===== src/mdixc_pkg.sv =====
package mdixc_pkg;

	// ------------------------------------------------------------
	// Field layout
	// ------------------------------------------------------------
	localparam int MDIXC_PD_BIT   = 7;
	localparam int MDIXC_AUTO_BIT = 6;
	localparam int MDIXC_PAIR_BIT = 5;
	localparam int MDIXC_DONE_BIT = 4;
	localparam int MDIXC_SEED_MSB = 3;

	// ------------------------------------------------------------
	// Reset values and timing
	// ------------------------------------------------------------
	localparam logic       MDIXC_PD_RST      = 1'b1;
	localparam logic       MDIXC_AUTO_RST    = 1'b1;
	localparam logic       MDIXC_PAIR_RST    = 1'b0;
	localparam logic [3:0] MDIXC_SEED_RST    = 4'h0;
	localparam logic [3:0] MDIXC_SEED_DFLT   = 4'h5;
	localparam int         MDIXC_ATTEMPT_US  = 100;
	localparam int         MDIXC_CLK_MHZ     = 10;
	localparam int         MDIXC_ATTEMPT_CYC = MDIXC_ATTEMPT_US * MDIXC_CLK_MHZ;
	localparam int         MDIXC_TMR_W       = 10;

	typedef enum logic [1:0]
	{
		MDIXC_IDLE = 2'b00,
		MDIXC_RUN  = 2'b01,
		MDIXC_DONE = 2'b10
	} mdixc_state_t;

	typedef struct packed
	{
		logic       we;
		logic [15:0] wdata;
	} mdixc_wr_t;

	typedef struct packed
	{
		mdixc_state_t            state;
		logic                    pd;
		logic                    auto_switch_enable;
		logic                    pair;
		logic [3:0]              seed;
		logic [3:0]              attempt;
		logic [MDIXC_TMR_W-1:0]  tmr;
		logic [15:0]             rdata;
	} mdixc_regs_t;

endpackage : mdixc_pkg


===== src/mdixc_ctrl.sv =====
`timescale 1ns/1ps
module mdixc_ctrl
	import mdixc_pkg::*;
(
	input  wire logic        ref_clk,
	input  wire logic        rst_n,
	input  wire mdixc_wr_t   wr,
	input  wire logic        link_up,
	input  wire logic        local_aneg_en,
	input  wire logic        partner_aneg,
	output logic [15:0]      crossover_control,
	output logic             pair_crossover_state
);

	mdixc_regs_t r;
	mdixc_regs_t next_r;
	logic        link_s1;
	logic        link_s2;

	// ------------------------------------------------------------
	// Link status synchroniser
	// ------------------------------------------------------------
	always_ff @(posedge ref_clk or negedge rst_n)
	begin
		if (!rst_n)
		begin
			link_s1 <= 1'b0;
			link_s2 <= 1'b0;
		end
		else
		begin
			link_s1 <= link_up;
			link_s2 <= link_s1;
		end
	end

	function automatic logic [3:0] eff_seed(input logic [3:0] s);
		eff_seed = (s == 4'h0) ? MDIXC_SEED_DFLT : s;
	endfunction : eff_seed

	// Seeded attempts flip relative to plain alternation
	function automatic logic attempt_pair(input logic [3:0] n, input logic [3:0] s);
		logic base;
		base = n[0];
		case (n)
			4'd9:    attempt_pair = base ^ s[3];
			4'd8:    attempt_pair = base ^ s[2];
			4'd5:    attempt_pair = base ^ s[1];
			4'd4:    attempt_pair = base ^ s[0];
			default: attempt_pair = base;
		endcase
	endfunction : attempt_pair

	logic run_ok;
	assign run_ok = local_aneg_en | (r.pd & partner_aneg);

	// ------------------------------------------------------------
	// Next state
	// ------------------------------------------------------------
	always_comb
	begin
		next_r = r;
		if (wr.we)
		begin
			next_r.pd      = wr.wdata[MDIXC_PD_BIT];
			next_r.auto_switch_enable = wr.wdata[MDIXC_AUTO_BIT];
			next_r.seed    = wr.wdata[MDIXC_SEED_MSB:0];
			if (!r.auto_switch_enable)
				next_r.pair = wr.wdata[MDIXC_PAIR_BIT];
		end
		case (r.state)
			MDIXC_IDLE:
			begin
				if (r.auto_switch_enable && run_ok)
				begin
					next_r.state   = MDIXC_RUN;
					next_r.attempt = 4'h0;
					next_r.tmr     = '0;
					next_r.pair    = attempt_pair(4'h0, eff_seed(r.seed));
				end
			end
			MDIXC_RUN:
			begin
				if (!r.auto_switch_enable)
					next_r.state = MDIXC_IDLE;
				else if (link_s2)
					next_r.state = MDIXC_DONE;
				else if (r.tmr == MDIXC_TMR_W'(MDIXC_ATTEMPT_CYC - 1))
				begin
					next_r.tmr     = '0;
					next_r.attempt = r.attempt + 4'h1;
					next_r.pair    = attempt_pair(r.attempt + 4'h1, eff_seed(r.seed));
				end
				else
					next_r.tmr = r.tmr + MDIXC_TMR_W'(1);
			end
			MDIXC_DONE:
			begin
				if (!r.auto_switch_enable || !link_s2)
					next_r.state = MDIXC_IDLE;
			end
			default: next_r.state = MDIXC_IDLE;
		endcase
		next_r.rdata = '0;
		next_r.rdata[MDIXC_PD_BIT]   = next_r.pd;
		next_r.rdata[MDIXC_AUTO_BIT] = next_r.auto_switch_enable;
		next_r.rdata[MDIXC_PAIR_BIT] = next_r.pair;
		next_r.rdata[MDIXC_DONE_BIT] = (next_r.state == MDIXC_DONE) && next_r.auto_switch_enable;
		next_r.rdata[MDIXC_SEED_MSB:0] = next_r.seed;
	end

	always_ff @(posedge ref_clk or negedge rst_n)
	begin
		if (!rst_n)
		begin
			r.state   <= MDIXC_IDLE;
			r.pd      <= MDIXC_PD_RST;
			r.auto_switch_enable <= MDIXC_AUTO_RST;
			r.pair    <= MDIXC_PAIR_RST;
			r.seed    <= MDIXC_SEED_RST;
			r.attempt <= 4'h0;
			r.tmr     <= '0;
			r.rdata   <= 16'h00C0;
		end
		else
			r <= next_r;
	end

	assign crossover_control    = r.rdata;
	assign pair_crossover_state = r.pair;

endmodule : mdixc_ctrl


===== config.mk =====
export PLATFORM = sky130hd
export DESIGN_NAME = mdixc_ctrl
export DESIGN_NICKNAME = d
export VERILOG_FILES = /design/src/mdixc_pkg.sv /design/src/mdixc_ctrl.sv
export SDC_FILE = /design/constraint.sdc
export NUM_CORES = 1
export LEC_CHECK = 0
export ABC_AREA = 0
export BUFFER_PORTS_ARGS = -buffer_cell sky130_fd_sc_hd__buf_4
export CAP_MARGIN = 20
export CORE_MARGIN = 4
export CORE_UTILIZATION = 50
export CTS_CLUSTER_DIAMETER = 100
export DETAILED_ROUTE_END_ITERATION = 8
export PLACE_DENSITY = 0.75
export SLEW_MARGIN = 25
export SYNTH_ARGS = -nofsm -noshare
export SYNTH_HDL_FRONTEND = slang
export SYNTH_SLANG_ARGS = --single-unit
export TNS_END_PERCENT = 100

===== constraint.sdc =====
create_clock -name ref_clk -period 3.6 [get_ports ref_clk]
set_input_delay 0.36 -clock ref_clk [delete_from_list [all_inputs] [get_ports ref_clk]]
set_output_delay 0.36 -clock ref_clk [all_outputs]
set_load 0.02 [all_outputs]

# Word-level counts from Yosys, hierarchy flattened
# Cells that the tools add are included.
# totals
reg_bits	33
latch_bits	0
mem_bits_rw	0
rom_bits	0
inputBits	22
out_inout_bits	17
elab_cells	60
mem_count	0
# op_classes
n_addsub	2
mul	0
n_div	0
order_cmp	0
eq_ne	12
n_shift	0
n_mux	20
bitwise	6
reduce_logical	10
# ops
operator	n
$mux 14	3
$pmux 14 s2	1
$add 10x1->10 const B	1
$eq 10x10->1 const B	1
$mux 10	1
$eq 4x3->1 const B	2
$eq 4x4->1 const B	2
$mux 2	4
$mux 4	2
$ne 2x2->1 const B	4
$mux 7	1
$pmux 2 s3	1
$mux 1	5
$reduce_and 5->1	1
$add 4x1->4 const B	1
$eq 2x2->1 const B	2
$logic_not 4->1	1
$pmux 1 s4	1
$reduce_and 4->1	1
$xor 1x1->1	4
$eq 2x1->1 const B	1
$logic_and 1x1->1	2
$logic_not 1->1	2
$logic_not 2->1	1
other kinds (5)	5

# Logic depth before layout (Yosys ltp)
# logic_depth
word_depth	8
mapped_depth	7

# Least setup slack after synthesis
# Ideal clock, no wire load.
# synth_path
kind	flip-flop to flip-flop
start	reg, netlist name crossover_control[6]
end	reg r[24] (netlist name)
setup_time_ps	64
arrival_time_ps	1655
slack_ps	1882
path_stages_with_launch	6
n_path_buf	0
period_less_slack_ps	1718
cell_sequence	dfstp_2 -> inv_2 -> o41a_1 -> or4_1 -> a21oi_1 -> a21o_1
# synth_rtl
item	line_no	source
end signal: assignment	mdixc_ctrl.sv:126	r <= next_r;
end: declaration	mdixc_ctrl.sv:15	mdixc_regs_t r;

==> qor.csv <==
metric;value;unit
grt_usage;15.4;%
power.density;443;nW/um^2
critPathLaunch;crossover_control[6]$_DFF_PN1_;
io_pins;39;
port_buffers;21;
cts_buffers;3;
fin_skew;0.00715;ns
cp_data_arrival_time;2.29;ns
critPathLaunchType;flip-flop;
num_rows;19;
seq_area_frac_synth;44.2;%
avgSynthCellArea;9.36;sq um
clkTransAtPathRegs;0.15;ns
synth-edff-count;0;
whs_path_depth;1;
timing.rr.end;r[24]$_DFFE_PN0P_;
reg2reg_slack;1.59;ns
dp_hpwl;2070;microns
postPlaceCellArea;1580;sq um
yosys_warnings;0;
synth_area;1480;sq um
cts.sinks;26;
drive_gt1_share;21.4;%
core;2780;sq um
total_power;0.725;mW
ys.flop_type;dfrtp_1;
finalCriticalPeriod;2.01;ns
crit_chain;inv_2 -> o41a_1 -> or4_1 -> a21oi_1 -> a21o_1;
drtPass1Iterations;4;
grt-ovfl-total;0;
vias_per_cell;5.61;
nNetsFinal;199;
syn_to_final_growth;10.7;%
postRouteAntennaNets;0;
initialDrtViolationCount;56;
whs_endpoint;link_s1$_DFF_PN0_;
reg2reg_depth;5;
grt_pass1_wl;5050;microns
endpoint_kind;flip-flop;
pre_cts_slack;1.62;ns
synthArstFlopShare;100;%
gp_congestion;0.861;
synthCells;158;
setup_viol;0;
fin_setup_tns;0;ns
drv_slew;0;
clk_path_buf_depth;2;
synth_seq_cells;26;
path_max_fanout;11;
ctsResizeCount;0;
cp.required;3.88;ns
wirelength;2760;microns
dr_total_vias;1145;
crit_buf_inv;1;
chipHeight;62.4;microns
slowest_stage;dfstp_2;
slowest_delay;0.60;ns
cts_tree;built;
finish.instance_area;1640;sq um
max-cap-violations;0;
worstHoldStart;link_up;
root_buffer;clkbuf_4;
die-width;62.4;microns
worstSetupPathType;flip-flop to flip-flop;
vdd_drop_max;0.000352;V
fin_crit_sh;55.8;%
floorplan.initialDensity;53.2;%
routedWlPerCell;13.5;microns
grt_pass1_vias;1133;
htree_levels;1;
hp-class;primary input to flip-flop;
clk_latency;0.33;ns
antenna_cells;0;
critPathTopFamily;compound AO/OA/AOI/OAI gates;
outcome;completed;
fmax;498;MHz
fin_ws;1.59;ns
dieArea;3890;sq um
rsz0062_at_grt;false;
yosysUniqueCellTypes;39;
drcViolationCount;0;
r2r-start;crossover_control[6]$_DFF_PN1_;
timing_hold_violations_final;0;
post-route-util;58.9;%
antenna_found_initial;0;
grt_start_max_net_pins;27;
p_leak;0.706;nW
## cell usage in the layout, fill, tap and decap left out, types with 2 or more instances in the layout
cell,synthesis,layout
nand2b_1,6,6
a31oi_1,2,2
conb_1,1,8
o211ai_1,2,2
o21ai_0,16,16
inv_1,2,2
a21oi_1,5,5
a21o_1,2,2
buf_4,16,22
mux2_2,6,6
nor2_1,3,3
dfrtp_1,24,24
ha_1,3,3
clkbuf_4,0,3
nor4_1,2,2
inv_2,2,2
o41ai_1,2,2
nand3b_1,2,2
nor2b_1,3,3
nand3_1,6,6
nor3_1,5,5
o21ai_1,3,3
o31ai_1,5,5
dfstp_2,2,2
nand2_1,21,21
and2_1,2,2
## worst max-delay path by stage
stage | to | cells past startpoint | slack (ns)
CTS | r[24]$_DFFE_PN0P_ | 5 | 1.57
global route | r[24]$_DFFE_PN0P_ | 5 | 1.45
global placement | r[24]$_DFFE_PN0P_ | 5 | 1.63
finish | r[24]$_DFFE_PN0P_ | 5 | 1.59
detailed placement | r[24]$_DFFE_PN0P_ | 5 | 1.62
floorplan | r[24]$_DFFE_PN0P_ | 5 | 1.88
## per-layer routing
layer / vias to the layer above / share of wire, % / GRT usage, %
met5: - / 0 / 0
met4: 0 / 1.0 / 4.77
met3: 4 / 3.7 / 2.34
met2: 23 / 51 / 26.7
met1: 542 / 44 / 19.5
li1: 576 / - / -
## registers in the layout, indices dropped and copies added (netlist names)
signal and count:
r 19, link_s2 1, link_s1 1, crossover_control 5
## final cells by class
type / count / area, sq um
tap: 31 / 38.8
clock buffer: 3 / 22.5
multi-input combinational: 116 / 703
sequential: 26 / 653
fill: 235 / 1140
inverter: 4 / 15.0
clock inverter: 1 / 30.0
timing repair buffer: 23 / 175
## kinds of logic after synthesis
family	share of synthesized area, %
DFF	44.2
AOI/OAI and AO/OA	16.6
muxes	5.25
buffers and inverters	10.1
adders and majority gates	2.54
other	0.254
and+or+nand+nor	21.2
## per-stage QoR
stage / cells / hold WS (ns)
finish: 204 / 0.123
global route: 204 / 0.0916
CTS: 204 / 0.110
detailed placement: 199 / 0.292
global placement: 199 / 0.289
floorplan: 165 / 0.0644
## power by group
part           internal (mW)  switching, mW
combinational         0.0658         0.0846
clock                  0.113         0.0906
sequential             0.328         0.0432
total                  0.507          0.219
## Yosys cell counts (all sizes together), types with 3 or more instances
cell type,count,area [sq um]
dfrtp,24,601
nand2,21,78.8
o21ai,19,95.1
buf,18,130
mux2,6,67.6
nand2b,6,37.5
nand3,6,30.0
a21oi,5,25.0
nor3,5,25.0
o31ai,5,37.5
inv,4,15.0
ha,3,37.5
nor2,3,11.3
nor2b,3,18.8
nor4,3,25.0
## timing repair
action	in CTS	in global routing
setup buffers	0	0
hold buffers	1	0
hold endpoints to repair	24	0
(Power assumes the default switching activity.)
